$ cat config.mk
export PLATFORM = sky130hd
export DESIGN_NAME = host_cmd_interp
export DESIGN_NICKNAME = d
export VERILOG_FILES = /design/src/pkg/hci_pkg.sv /design/src/logic/host_cmd_interp.sv
export SDC_FILE = /design/constraint.sdc
export NUM_CORES = 1
export LEC_CHECK = 0
export ABC_AREA = 1
export BUFFER_PORTS_ARGS = -buffer_cell sky130_fd_sc_hd__clkbuf_2
export CAP_MARGIN = 25
export CORE_UTILIZATION = 45
export CTS_CLUSTER_SIZE = 25
export DETAILED_ROUTE_END_ITERATION = 8
export GPL_ROUTABILITY_DRIVEN = 1
export GPL_TIMING_DRIVEN = 0
export HOLD_SLACK_MARGIN = 0.12
export PLACE_DENSITY = 0.71
export SLEW_MARGIN = 20
export SYNTH_ARGS = -nofsm -noshare
export SYNTH_HDL_FRONTEND = slang
export SYNTH_SLANG_ARGS = --single-unit
$ cat constraint.sdc
create_clock -name sys_clk -period 3.9 [get_ports sys_clk]
set_input_delay 0.585 -clock sys_clk [delete_from_list [all_inputs] [get_ports sys_clk]]
set_output_delay 0.585 -clock sys_clk [all_outputs]
set_load 0.01 [all_outputs]
$ cat src/pkg/hci_pkg.sv
// constants, types and command decoding for the ascii host interpreter
// assumes a byte-wide serial receiver and transmitter on the same clock
package hci_pkg;
   localparam logic [7:0] ASC_CR = 8'h0D;
   localparam logic [7:0] ASC_LF = 8'h0A;
   localparam logic [7:0] ASC_SP = 8'h20;
   localparam logic [7:0] ASC_E = 8'h45;
   localparam logic [7:0] ASC_0 = 8'h30;
   localparam logic [7:0] ASC_R = 8'h52;
   localparam logic [7:0] CASE_FOLD = 8'hDF;
   localparam logic [3:0] ERR_CHAN = 4'h0;
   localparam logic [3:0] ERR_UNKNOWN = 4'h1;
   localparam logic [3:0] ERR_SYNTAX = 4'h2;
   localparam logic [3:0] ERR_EXPR = 4'h3;
   localparam logic [3:0] ERR_VALUE = 4'h4;
   localparam logic [3:0] ERR_ACTIVE = 4'h5;
   localparam logic [13:0] PARAM_MAX = 14'h270F;
   localparam logic [13:0] GAIN_RST = 14'h0000;
   localparam logic [13:0] INTEG_RST = 14'h0000;
   localparam logic [13:0] LEAD_RST = 14'h0000;
   localparam logic [3:0] MODE_INDEP = 4'h0;
   localparam logic [3:0] MODE_SLAVE = 4'h1;
   localparam logic [3:0] MODE_PRESS_COUPLED = 4'h3;
   localparam logic [3:0] MODE_PID = 4'h4;
   localparam logic [3:0] MODE_TEST = 4'h9;
   localparam logic [13:0] CHAN_MAX = 14'h0008;
   localparam logic [3:0] MENU_USER = 4'h0;
   // version figures are arbitrary
   localparam logic [15:0] VERSION_MAJOR = 16'h0001;
   localparam logic [15:0] VERSION_MINOR = 16'h0000;
   localparam logic [7:0] REG_CTRL = 8'h00;
   localparam logic [7:0] REG_STATUS = 8'h04;
   localparam logic [31:0] CTRL_RST = 32'h0000_0001;
   localparam logic [2:0] POW_TOP = 3'h4;

   typedef enum logic [3:0] {
      CMD_NONE, CMD_LOCK, CMD_UNLOCK, CMD_DEFAULT, CMD_BOOT, CMD_ID,
      CMD_GAIN, CMD_INTEG, CMD_LEAD, CMD_MODE, CMD_STAT, CMD_ZERO
   } cmd_type;

   typedef enum logic [2:0] {
      RS_IDLE = 3'b000, RS_ERR = 3'b001, RS_CODE = 3'b011,
      RS_DIG = 3'b010, RS_SEP = 3'b110, RS_CR = 3'b111, RS_LF = 3'b101
   } reply_state_type;

   typedef struct packed {
      logic [7:0] unf_out;
      logic [7:0] ovf_out;
      logic [7:0] unf_in;
      logic [7:0] ovf_in;
      logic [7:0] trip_hi;
      logic [7:0] trip_lo;
      logic [7:0] on;
   } chan_flags_type;

   function automatic cmd_type cmd_decode(input logic [15:0] c);
      case (c)
         16'h4B44: cmd_decode = CMD_LOCK;
         16'h4B45: cmd_decode = CMD_UNLOCK;
         16'h4446: cmd_decode = CMD_DEFAULT;
         16'h5245: cmd_decode = CMD_BOOT;
         16'h4944: cmd_decode = CMD_ID;
         16'h474E: cmd_decode = CMD_GAIN;
         16'h4941: cmd_decode = CMD_INTEG;
         16'h4C44: cmd_decode = CMD_LEAD;
         16'h4D4F: cmd_decode = CMD_MODE;
         16'h5354: cmd_decode = CMD_STAT;
         16'h415A: cmd_decode = CMD_ZERO;
         default: cmd_decode = CMD_NONE;
      endcase
   endfunction

   function automatic logic [15:0] pow10(input logic [2:0] i);
      case (i)
         3'h0: pow10 = 16'h0001;
         3'h1: pow10 = 16'h000A;
         3'h2: pow10 = 16'h0064;
         3'h3: pow10 = 16'h03E8;
         default: pow10 = 16'h2710;
      endcase
   endfunction
endpackage

$ cat src/logic/host_cmd_interp.sv
// ascii host command interpreter: line parser, executor, reply writer
// assumes rx/tx byte streams and panel signals share sys_clk
`timescale 1ns/1ps
module host_cmd_interp (
   input wire logic sys_clk,
   input wire logic rstn,
   input wire logic [7:0] wb_adr_i,
   input wire logic [31:0] wb_dat_i,
   input wire logic [3:0] wb_sel_i,
   input wire logic wb_we_i,
   input wire logic wb_cyc_i,
   input wire logic wb_stb_i,
   output logic [31:0] wb_dat_o,
   output logic wb_ack_o,
   input wire logic [7:0] rx_data,
   input wire logic rx_valid,
   output logic rx_ready,
   output logic [7:0] tx_data,
   output logic tx_valid,
   input wire logic tx_ready,
   input wire hci_pkg::chan_flags_type chan_flags,
   input wire logic [3:0] menu_sel,
   output logic panel_locked,
   output logic [3:0] display_menu,
   output logic boot_req,
   output logic zero_adj_req,
   output logic [2:0] zero_adj_chan,
   output logic [13:0] pid_gain,
   output logic [13:0] pid_integ,
   output logic [13:0] pid_lead
);
   // parser state
   logic [1:0] ccnt_q;
   logic cdone_q;
   logic [7:0] c0_q;
   logic [7:0] c1_q;
   logic [1:0] nf_q;
   logic [1:0] fi_q;
   logic infld_q;
   logic bad_q;
   logic [13:0] fv_q [3];
   logic fr_q [3];
   // executor and reply state
   hci_pkg::reply_state_type rs_q;
   logic [15:0] cur_q;
   logic [15:0] val2_q;
   logic [3:0] dig_q;
   logic [2:0] pi_q;
   logic started_q;
   logic vsel_q;
   logic [1:0] nv_q;
   logic [3:0] ecode_q;
   logic lasterr_q;
   logic boot_pend_q;
   logic [7:0] txd_q;
   logic txv_q;
   logic [3:0] saved_q;
   logic [3:0] disp_q;
   logic locked_q;
   logic zadj_q;
   logic [2:0] zch_q;
   logic boot_q;
   logic [13:0] gain_q;
   logic [13:0] integ_q;
   logic [13:0] lead_q;
   logic [3:0] mode_q [8];
   logic [2:0] master_q [8];
   logic [31:0] ctrl_q;
   logic [31:0] rdat_q;
   logic ack_q;

   logic acc;
   logic eol;
   logic is_dig;
   logic is_r;
   logic term;
   logic [17:0] nxt;
   logic [13:0] sat;
   hci_pkg::cmd_type cmd;
   logic pid_en;
   logic pid_cmd;
   logic chan_ok;
   logic [2:0] ch;
   logic [13:0] m;
   logic e_any;
   logic [3:0] e_code;
   logic [1:0] nv_d;
   logic [15:0] v1_d;
   logic [15:0] v2_d;
   logic ok;
   logic slot;
   logic ge;
   logic emitc;
   logic tx_load;
   logic [7:0] bd;

   assign pid_en = ctrl_q[0];
   assign rx_ready = (rs_q == hci_pkg::RS_IDLE);
   assign acc = rx_valid && rx_ready;
   assign eol = (rx_data == hci_pkg::ASC_CR) || (rx_data == hci_pkg::ASC_LF);
   assign is_dig = (rx_data >= hci_pkg::ASC_0) && (rx_data <= 8'h39);
   assign is_r = (rx_data & hci_pkg::CASE_FOLD) == hci_pkg::ASC_R;
   // blank lines (lone LF after CR) are dropped, not executed
   assign term = acc && eol && (ccnt_q != 2'h0);
   assign nxt = {4'h0, fv_q[fi_q]} * 18'h0000A + {14'h0, rx_data[3:0]};
   assign sat = (nxt > 18'h03FFF) ? 14'h3FFF : nxt[13:0];

   // tokenizer: fields saturate so huge numbers still read as too big
   always_ff @(posedge sys_clk or negedge rstn) begin
      if (!rstn) begin
         ccnt_q <= 2'h0;
         cdone_q <= 1'b0;
         c0_q <= 8'h00;
         c1_q <= 8'h00;
         nf_q <= 2'h0;
         fi_q <= 2'h0;
         infld_q <= 1'b0;
         bad_q <= 1'b0;
         for (int i = 0; i < 3; i++) begin
            fv_q[i] <= 14'h0000;
            fr_q[i] <= 1'b0;
         end
      end else if (acc) begin
         if (eol) begin
            ccnt_q <= 2'h0;
            cdone_q <= 1'b0;
            nf_q <= 2'h0;
            infld_q <= 1'b0;
            bad_q <= 1'b0;
         end else if (rx_data == hci_pkg::ASC_SP) begin
            infld_q <= 1'b0;
            if (ccnt_q != 2'h0) cdone_q <= 1'b1;
         end else if (!cdone_q) begin
            if (ccnt_q == 2'h0) c0_q <= rx_data & hci_pkg::CASE_FOLD;
            else c1_q <= rx_data & hci_pkg::CASE_FOLD;
            ccnt_q <= ccnt_q + 2'h1;
            if (ccnt_q == 2'h1) cdone_q <= 1'b1;
         end else if ((is_dig || is_r) && !infld_q) begin
            if (nf_q == 2'h3) begin
               bad_q <= 1'b1;
            end else begin
               fi_q <= nf_q;
               nf_q <= nf_q + 2'h1;
               infld_q <= 1'b1;
               fv_q[nf_q] <= is_dig ? {10'h000, rx_data[3:0]} : 14'h0000;
               fr_q[nf_q] <= !is_dig;
            end
         end else if (is_dig && !fr_q[fi_q]) begin
            fv_q[fi_q] <= sat;
         end else begin
            bad_q <= 1'b1;
         end
      end
   end

   assign cmd = hci_pkg::cmd_decode({c0_q, c1_q});
   assign pid_cmd = (cmd == hci_pkg::CMD_GAIN) ||
      (cmd == hci_pkg::CMD_INTEG) || (cmd == hci_pkg::CMD_LEAD);
   assign chan_ok = (nf_q != 2'h0) && !fr_q[0] && (fv_q[0] != 14'h0000) &&
      (fv_q[0] <= hci_pkg::CHAN_MAX);
   assign ch = fv_q[0][2:0] - 3'h1;
   assign m = fv_q[1];

   // error priority: short command, unknown, bad text, channel, range
   always_comb begin
      e_any = 1'b1;
      e_code = hci_pkg::ERR_CHAN;
      nv_d = 2'h0;
      v1_d = 16'h0000;
      v2_d = 16'h0000;
      if (ccnt_q == 2'h1) begin
         e_code = hci_pkg::ERR_SYNTAX;
      end else if (cmd == hci_pkg::CMD_NONE || (pid_cmd && !pid_en)) begin
         e_code = hci_pkg::ERR_UNKNOWN;
      end else if (bad_q) begin
         e_code = hci_pkg::ERR_EXPR;
      end else begin
         e_any = 1'b0;
         case (cmd)
            hci_pkg::CMD_STAT, hci_pkg::CMD_ZERO, hci_pkg::CMD_MODE: begin
               if (!chan_ok) begin
                  e_any = 1'b1;
                  e_code = hci_pkg::ERR_CHAN;
               end else if (cmd == hci_pkg::CMD_STAT) begin
                  nv_d = 2'h1;
                  v1_d = {6'h00, chan_flags.unf_out[ch],
                     chan_flags.ovf_out[ch], chan_flags.unf_in[ch],
                     chan_flags.ovf_in[ch], chan_flags.trip_hi[ch],
                     chan_flags.trip_lo[ch], 3'h0,
                     chan_flags.on[ch]};
               end else if (cmd == hci_pkg::CMD_ZERO) begin
                  if (chan_flags.on[ch]) begin
                     e_any = 1'b1;
                     e_code = hci_pkg::ERR_ACTIVE;
                  end
               end else if (nf_q < 2'h2) begin
                  e_any = 1'b1;
                  e_code = hci_pkg::ERR_EXPR;
               end else if (fr_q[1]) begin
                  nv_d = (mode_q[ch] == hci_pkg::MODE_SLAVE) ? 2'h2 : 2'h1;
                  v1_d = {12'h000, mode_q[ch]};
                  v2_d = {13'h0000, master_q[ch]} + 16'h0001;
               end else if (!(m <= 14'h0003 || m == 14'h0009 ||
                     (m == 14'h0004 && pid_en))) begin
                  e_any = 1'b1;
                  e_code = hci_pkg::ERR_VALUE;
               end else if (m == 14'h0001 && (nf_q != 2'h3 || fr_q[2] ||
                     fv_q[2] == 14'h0000 || fv_q[2] > hci_pkg::CHAN_MAX)) begin
                  e_any = 1'b1;
                  e_code = hci_pkg::ERR_VALUE;
               end
            end
            hci_pkg::CMD_GAIN, hci_pkg::CMD_INTEG, hci_pkg::CMD_LEAD: begin
               if (nf_q == 2'h0) begin
                  e_any = 1'b1;
                  e_code = hci_pkg::ERR_EXPR;
               end else if (fr_q[0]) begin
                  nv_d = 2'h1;
                  v1_d = {2'h0, (cmd == hci_pkg::CMD_GAIN) ? gain_q :
                     (cmd == hci_pkg::CMD_INTEG) ? integ_q : lead_q};
               end else if (fv_q[0] > hci_pkg::PARAM_MAX) begin
                  e_any = 1'b1;
                  e_code = hci_pkg::ERR_VALUE;
               end
            end
            hci_pkg::CMD_ID: begin
               nv_d = 2'h2;
               v1_d = hci_pkg::VERSION_MAJOR;
               v2_d = hci_pkg::VERSION_MINOR;
            end
            default: nv_d = 2'h0;
         endcase
      end
   end

   assign ok = term && !e_any;

   // stored parameters; restart reloads them like a power-up
   always_ff @(posedge sys_clk or negedge rstn) begin
      if (!rstn) begin
         gain_q <= hci_pkg::GAIN_RST;
         integ_q <= hci_pkg::INTEG_RST;
         lead_q <= hci_pkg::LEAD_RST;
         for (int i = 0; i < 8; i++) begin
            mode_q[i] <= hci_pkg::MODE_INDEP;
            master_q[i] <= 3'h0;
         end
      end else if (boot_q || (ok && cmd == hci_pkg::CMD_DEFAULT)) begin
         gain_q <= hci_pkg::GAIN_RST;
         integ_q <= hci_pkg::INTEG_RST;
         lead_q <= hci_pkg::LEAD_RST;
         for (int i = 0; i < 8; i++) begin
            mode_q[i] <= hci_pkg::MODE_INDEP;
            master_q[i] <= 3'h0;
         end
      end else if (ok && !fr_q[0] && cmd == hci_pkg::CMD_GAIN) begin
         gain_q <= fv_q[0];
      end else if (ok && !fr_q[0] && cmd == hci_pkg::CMD_INTEG) begin
         integ_q <= fv_q[0];
      end else if (ok && !fr_q[0] && cmd == hci_pkg::CMD_LEAD) begin
         lead_q <= fv_q[0];
      end else if (ok && !fr_q[1] && cmd == hci_pkg::CMD_MODE) begin
         mode_q[ch] <= m[3:0];
         master_q[ch] <= fv_q[2][2:0] - 3'h1;
      end
   end

   // panel lock and menu forcing
   always_ff @(posedge sys_clk or negedge rstn) begin
      if (!rstn) begin
         locked_q <= 1'b0;
         saved_q <= hci_pkg::MENU_USER;
         disp_q <= hci_pkg::MENU_USER;
      end else if (ok && cmd == hci_pkg::CMD_LOCK) begin
         locked_q <= 1'b1;
         disp_q <= hci_pkg::MENU_USER;
         // a repeated lock must not save the forced user menu
         if (!locked_q) saved_q <= menu_sel;
      end else if (ok && cmd == hci_pkg::CMD_UNLOCK) begin
         locked_q <= 1'b0;
         disp_q <= locked_q ? saved_q : menu_sel;
      end else begin
         if (boot_q) locked_q <= 1'b0;
         disp_q <= (locked_q && !boot_q) ? hci_pkg::MENU_USER : menu_sel;
      end
   end

   always_ff @(posedge sys_clk or negedge rstn) begin
      if (!rstn) begin
         zadj_q <= 1'b0;
         zch_q <= 3'h0;
      end else begin
         zadj_q <= ok && cmd == hci_pkg::CMD_ZERO;
         if (ok && cmd == hci_pkg::CMD_ZERO) zch_q <= ch;
      end
   end

   // restart fires only after the terminator has been handed out
   always_ff @(posedge sys_clk or negedge rstn) begin
      if (!rstn) begin
         boot_pend_q <= 1'b0;
         boot_q <= 1'b0;
      end else begin
         boot_q <= boot_pend_q && rs_q == hci_pkg::RS_LF && tx_load;
         if (ok && cmd == hci_pkg::CMD_BOOT) boot_pend_q <= 1'b1;
         else if (rs_q == hci_pkg::RS_LF && tx_load) boot_pend_q <= 1'b0;
      end
   end

   assign slot = !txv_q || tx_ready;
   assign ge = cur_q >= hci_pkg::pow10(pi_q);
   assign emitc = (dig_q != 4'h0) || started_q || (pi_q == 3'h0);

   always_comb begin
      tx_load = slot;
      bd = hci_pkg::ASC_LF;
      case (rs_q)
         hci_pkg::RS_ERR: bd = hci_pkg::ASC_E;
         hci_pkg::RS_CODE: bd = hci_pkg::ASC_0 + {4'h0, ecode_q};
         hci_pkg::RS_DIG: begin
            tx_load = slot && !ge && emitc;
            bd = hci_pkg::ASC_0 + {4'h0, dig_q};
         end
         hci_pkg::RS_SEP: bd = hci_pkg::ASC_SP;
         hci_pkg::RS_CR: bd = hci_pkg::ASC_CR;
         hci_pkg::RS_LF: bd = hci_pkg::ASC_LF;
         default: tx_load = 1'b0;
      endcase
   end

   // reply writer; decimal digits by repeated subtraction, no divider
   always_ff @(posedge sys_clk or negedge rstn) begin
      if (!rstn) begin
         rs_q <= hci_pkg::RS_IDLE;
         cur_q <= 16'h0000;
         val2_q <= 16'h0000;
         dig_q <= 4'h0;
         pi_q <= 3'h0;
         started_q <= 1'b0;
         vsel_q <= 1'b0;
         nv_q <= 2'h0;
         ecode_q <= 4'h0;
         lasterr_q <= 1'b0;
      end else begin
         case (rs_q)
            hci_pkg::RS_IDLE: if (term) begin
               ecode_q <= e_code;
               lasterr_q <= e_any;
               nv_q <= nv_d;
               cur_q <= v1_d;
               val2_q <= v2_d;
               pi_q <= hci_pkg::POW_TOP;
               dig_q <= 4'h0;
               started_q <= 1'b0;
               vsel_q <= 1'b0;
               if (e_any) rs_q <= hci_pkg::RS_ERR;
               else if (nv_d != 2'h0) rs_q <= hci_pkg::RS_DIG;
               else rs_q <= hci_pkg::RS_CR;
            end
            hci_pkg::RS_ERR: if (tx_load) rs_q <= hci_pkg::RS_CODE;
            hci_pkg::RS_CODE: if (tx_load) rs_q <= hci_pkg::RS_CR;
            hci_pkg::RS_DIG: begin
               if (ge) begin
                  cur_q <= cur_q - hci_pkg::pow10(pi_q);
                  dig_q <= dig_q + 4'h1;
               end else if (!emitc || slot) begin
                  if (emitc) started_q <= 1'b1;
                  dig_q <= 4'h0;
                  if (pi_q != 3'h0) pi_q <= pi_q - 3'h1;
                  else if (!vsel_q && nv_q == 2'h2) rs_q <= hci_pkg::RS_SEP;
                  else rs_q <= hci_pkg::RS_CR;
               end
            end
            hci_pkg::RS_SEP: if (tx_load) begin
               rs_q <= hci_pkg::RS_DIG;
               cur_q <= val2_q;
               pi_q <= hci_pkg::POW_TOP;
               started_q <= 1'b0;
               vsel_q <= 1'b1;
            end
            hci_pkg::RS_CR: if (tx_load) rs_q <= hci_pkg::RS_LF;
            hci_pkg::RS_LF: if (tx_load) rs_q <= hci_pkg::RS_IDLE;
            default: rs_q <= hci_pkg::RS_IDLE;
         endcase
      end
   end

   always_ff @(posedge sys_clk or negedge rstn) begin
      if (!rstn) begin
         txd_q <= 8'h00;
         txv_q <= 1'b0;
      end else if (tx_load) begin
         txd_q <= bd;
         txv_q <= 1'b1;
      end else if (tx_ready) begin
         txv_q <= 1'b0;
      end
   end

   // wishbone slave, one wait state, unmapped reads return zero
   always_ff @(posedge sys_clk or negedge rstn) begin
      if (!rstn) begin
         ack_q <= 1'b0;
         rdat_q <= 32'h0000_0000;
         ctrl_q <= hci_pkg::CTRL_RST;
      end else begin
         ack_q <= wb_cyc_i && wb_stb_i && !ack_q;
         if (wb_cyc_i && wb_stb_i && !ack_q) begin
            if (wb_we_i && wb_sel_i[0] && wb_adr_i == hci_pkg::REG_CTRL)
               ctrl_q <= {31'h0000_0000, wb_dat_i[0]};
            case (wb_adr_i)
               hci_pkg::REG_CTRL: rdat_q <= ctrl_q;
               hci_pkg::REG_STATUS: rdat_q <= {24'h00_0000, ecode_q, 1'b0,
                  lasterr_q, rs_q != hci_pkg::RS_IDLE, locked_q};
               default: rdat_q <= 32'h0000_0000;
            endcase
         end
      end
   end

   assign wb_ack_o = ack_q;
   assign wb_dat_o = rdat_q;
   assign tx_data = txd_q;
   assign tx_valid = txv_q;
   assign panel_locked = locked_q;
   assign display_menu = disp_q;
   assign boot_req = boot_q;
   assign zero_adj_req = zadj_q;
   assign zero_adj_chan = zch_q;
   assign pid_gain = gain_q;
   assign pid_integ = integ_q;
   assign pid_lead = lead_q;
endmodule

==> summary.txt <==
Run status
  • Status: finished, final reports clean

Logic synthesis
  • Area share of the largest cell type after synthesis: 0.385
  • Syn avg cell area: 7.42 µm²
  • Top_reg_cell synth: dfrtp_1
  • Ys async rst share: 1.00
  • Post-Syn Area: 15,200 µm²
  • Synth Warn #: 0
  • Post-synth EDFFs: 0
  • Sequential element share of the synthesized area: 0.387
  • Yosys cell types: 62
  • Synth Instances: 2,050
  • Synthesized flop and latch total: 235
  • Largest area contributor in the netlist: dfrtp_1
  • Main area contributors after synthesis: dfrtp_1 39%, nand2_1 13%, nand3_1 6.1%, inv_1 4.7%, ha_1 4.6%

Min path
  • Hold crit path type: primary input to flip-flop

Power
  • Comb pwr share: 0.348
  • Cell Pwr Density: 462 nW/µm²
  • Sw Pwr: 3140 µW
  • Seq pwr share: 0.349
  • Peak supply drop: 354 µV
  • Internal power: 5190 µW
  • Sw Share: 0.377
  • Clock power share: 0.303
  • P_leak: 0.00932 µW

Global route
  • Vias in the first global route: 14,200
  • Gr usage total: 0.279
  • Initial antenna violation count: 0
  • GRT overflow: 0
  • First-pass GRT wire length: 75.5 mm
  • Largest net degree at the start of global routing: 87

Setup path
  • R2r setup slk: 0.16 ns
  • Critical Path Source Type: flip-flop
  • Critical Path AT: 4.19 ns
  • Crit path kind: flip-flop to flip-flop
  • Critical Path End Type: flip-flop
  • Worst path required time: 4.35 ns
  • Crit path max fanout: 10

Clocking
  • Clock tree buffer depth: 3
  • Clock-pin slew on the worst setup and hold paths: 0.06 ns
  • Clock latency on the worst-skew pair: 0.54 ns
  • CTS root buf: clkbuf_16
  • # clock sinks: 235
  • TritonCTS clock tree: yes
  • H-tree levels: 1
  • CTS buffer count: 27

Placed design
  • Cells after DPL: 2,672
  • IO buf count: 152
  • Placed cell area: 16,700 µm²
  • GPL Wtd Cong: 0.972
  • Hpwl dp: 37.2 mm
  • Dpl ws: -1.05 ns

Floorplan
  • Die footprint: 34,500 µm²
  • Core ar.: 32,900 µm²
  • Ports: 214
  • Die span in x: 186 µm
  • Starting Density: 0.463
  • DIE HEIGHT: 186 µm
  • Row count: 66

Cells and area
  • Final std cells w/o fill: 2,730
  • Ratio of cells with drive above 1 in the final layout: 0.191
  • Final #Nets: 2,448
  • Final instance area: 18,000 µm²
  • Area Growth Syn to Fin: 18.7%
  • # diodes: 0

STA
  • Min Tclk post-route: 3.74 ns
  • Worst Tran Pin Value: 1.01 ns
  • Fin worst setup slack: 0.158 ns
  • Final Cycle Share: 0.960
  • Final setup violation count: 0
  • Final hold violations: 0
  • Clock skew: 0.0112 ns
  • Slew headroom: 0.324
  • Top achievable clock speed: 0.267 GHz
  • Count of pins over their slew limit: 0

Routing
  • Routed vias/inst: 5.58
  • Routed via count: 15,200
  • Final wirelength: 48.6 mm
  • ANT nets after route: 0
  • Per-cell routed wire length: 17.8 µm
  • Drt first pass iters: 6
  • 1st-iter DRT viols: 1,215
  • Drt drc: 0

Job
  • Max Cap Viol: 0
## path summary, 6_finish.rpt
| check | start | cells after the start | end |
|---|---|---|---|
| max in group asynchronous | rstn | 3 | mode_q[29] |
| setup reg to reg | fv_q[28] | 21 | fv_q[28] |
| hold / removal | wb_dat_i[0] | 3 | ctrl_q[0] |
| setup / recovery | fv_q[28] | 21 | fv_q[28] |
| hold reg to reg | saved_q[0] | 2 | saved_q[0] |
| min in group asynchronous | rstn | 2 | display_menu[2] |
## layout make-up
type / instances / area, µm²
clock buffers: 41 / 778
flip-flops and latches: 235 / 5880
clock inverters: 6 / 87.6
fillers: 3221 / 14800
inverters: 212 / 802
repair buffers: 169 / 940
plain buffers: 90 / 581
multi-input cells: 1535 / 8420
well taps: 442 / 553
## routing by layer
layer	up-vias	part of all wire	GRT usage
met5	-	0	0
met2	601	0.46	0.464
li1	7295	-	-
met4	0	0.034	0.0951
met3	106	0.071	0.0366
met1	7234	0.43	0.372
## synth_stat cells, types with 3 or more instances
cell type,n
nand2_1,533
mux2i_1,3
nand3_4,3
a22o_1,5
nand2_2,7
xnor2_1,9
o21ai_0,110
nand3_2,17
o21ai_1,41
buf_4,32
nand3_1,185
o21ai_2,8
o41ai_1,3
buf_2,20
a22oi_1,6
nor2_1,166
nor3_1,22
a31oi_1,12
a221oi_1,3
o22ai_1,25
nor2_4,8
clkinv_1,4
inv_2,15
nor4_1,5
o221ai_1,10
nand4_1,84
a21boi_0,13
nor2_2,15
o211ai_1,9
inv_1,192
buf_1,4
fa_1,3
clkbuf_1,32
dfrtp_1,234
xor2_1,11
o31ai_1,13
buf_6,6
nand2_4,5
ha_1,56
nor2_8,4
a21oi_1,85
or2_2,3
## stage by stage
stage / total power [µW] / utilization / hold slack, ns / TNS, ns
5_1_grt: 8850 / 0.549 / 0.283 / -1.38
2_1_floorplan: 4940 / - / 0.289 / 0
6_report: 8340 / 0.549 / 0.283 / 0
3_5_place_dp: 5690 / 0.507 / 0.465 / -48.92
3_3_place_gp: 5580 / 0.505 / 0.456 / -672.59
4_1_cts: 8240 / 0.539 / 0.266 / 0
## cells by family (layout without fill, tap and decap cells)
logic type               Yosys count  count (layout)  synth area share
AND/OR/NAND/NOR                 1066            1066             0.322
AO/OA/AOI/OAI                    358             358             0.138
buffers and inverters            306             518            0.0882
flip-flops                       235             235             0.387
adder cells (fa/ha/maj)           59              59            0.0500
XOR/XNOR                          20              20            0.0115
multiplexers                       5               5           0.00346
other                              1              27          0.000247
## sequential cells by signal (all words and copies together), names as in the netlist, 3 cells and up
signal,cells
rs_q,3
saved_q,4
tx_data,7
pid_gain,14
display_menu,4
c0_q,7
pi_q,3
mode_q,32
pid_lead,14
master_q,24
dig_q,4
pid_integ,14
wb_dat_o,6
ecode_q,3
fr_q,3
cur_q,16
m,14
c1_q,7
zero_adj_chan,3
val2_q,4
fv_q,28
## worst max-delay path, stage by stage (launching register included)
cell and delay, ns:
dfrtp_2 0.44, clkbuf_8 0.20, buf_6 0.16, a22oi_2 0.20, o21ai_2 0.11, ha_1 0.23, ha_1 0.21, inv_1 0.09
fa_2 0.48, nand3b_1 0.23, nor2_2 0.12, nand2_1 0.10, nor2b_4 0.15, nand3_1 0.12, nand2_1 0.11, nor2_1 0.05
nor2_1 0.11, nor2_2 0.06, buf_4 0.15, nand2_2 0.09, nand2_1 0.07, a21boi_2 0.18
## timing repair
action / in CTS / in global routing
pin swaps: 4 / 10
resized for setup: 43 / 92
endpoints found under the setup margin: 157 / 181
buffers inserted: 5 / 9
hold buffers: 1 / 0
hold endpoints to repair: 29 / 0
## power groups by stage
stage / combinational (µW) / clock [µW] / sequential (µW)
2_1_floorplan: 2020 / 0 / 2920
5_1_grt: 3260 / 2650 / 2940
3_5_place_dp: 2750 / 0 / 2940
3_3_place_gp: 2650 / 0 / 2940
4_1_cts: 2780 / 2550 / 2900
6_report: 2900 / 2530 / 2910
## cell usage in the layout, fill, tap and decap left out, types with 5 or more instances in the layout
cell type and count:
clkbuf_1 24, inv_2 17, nand2_1 522, o221ai_2 5
buf_4 48, inv_1 189, a21boi_1 7, nor2_2 17
clkbuf_2 158, clkbuf_16 27, xor2_1 8, nand2_2 17
o31ai_1 13, o211ai_1 9, nor2_1 162, conb_1 27
buf_2 20, o22ai_1 25, nand3_2 25, a31oi_1 12
buf_6 8, ha_1 54, a21oi_1 84, xnor2_1 8
o21ai_2 17, nand3_4 6, nand2_4 6, nor2_4 10
nand4_1 84, o21ai_1 40, nand3_1 174, nor4_1 5
nor3_1 22, clkbuf_8 7, dfrtp_1 233, o21ai_0 100
a22o_1 5
No activity file was read; power rests on OpenSTA's default activity.
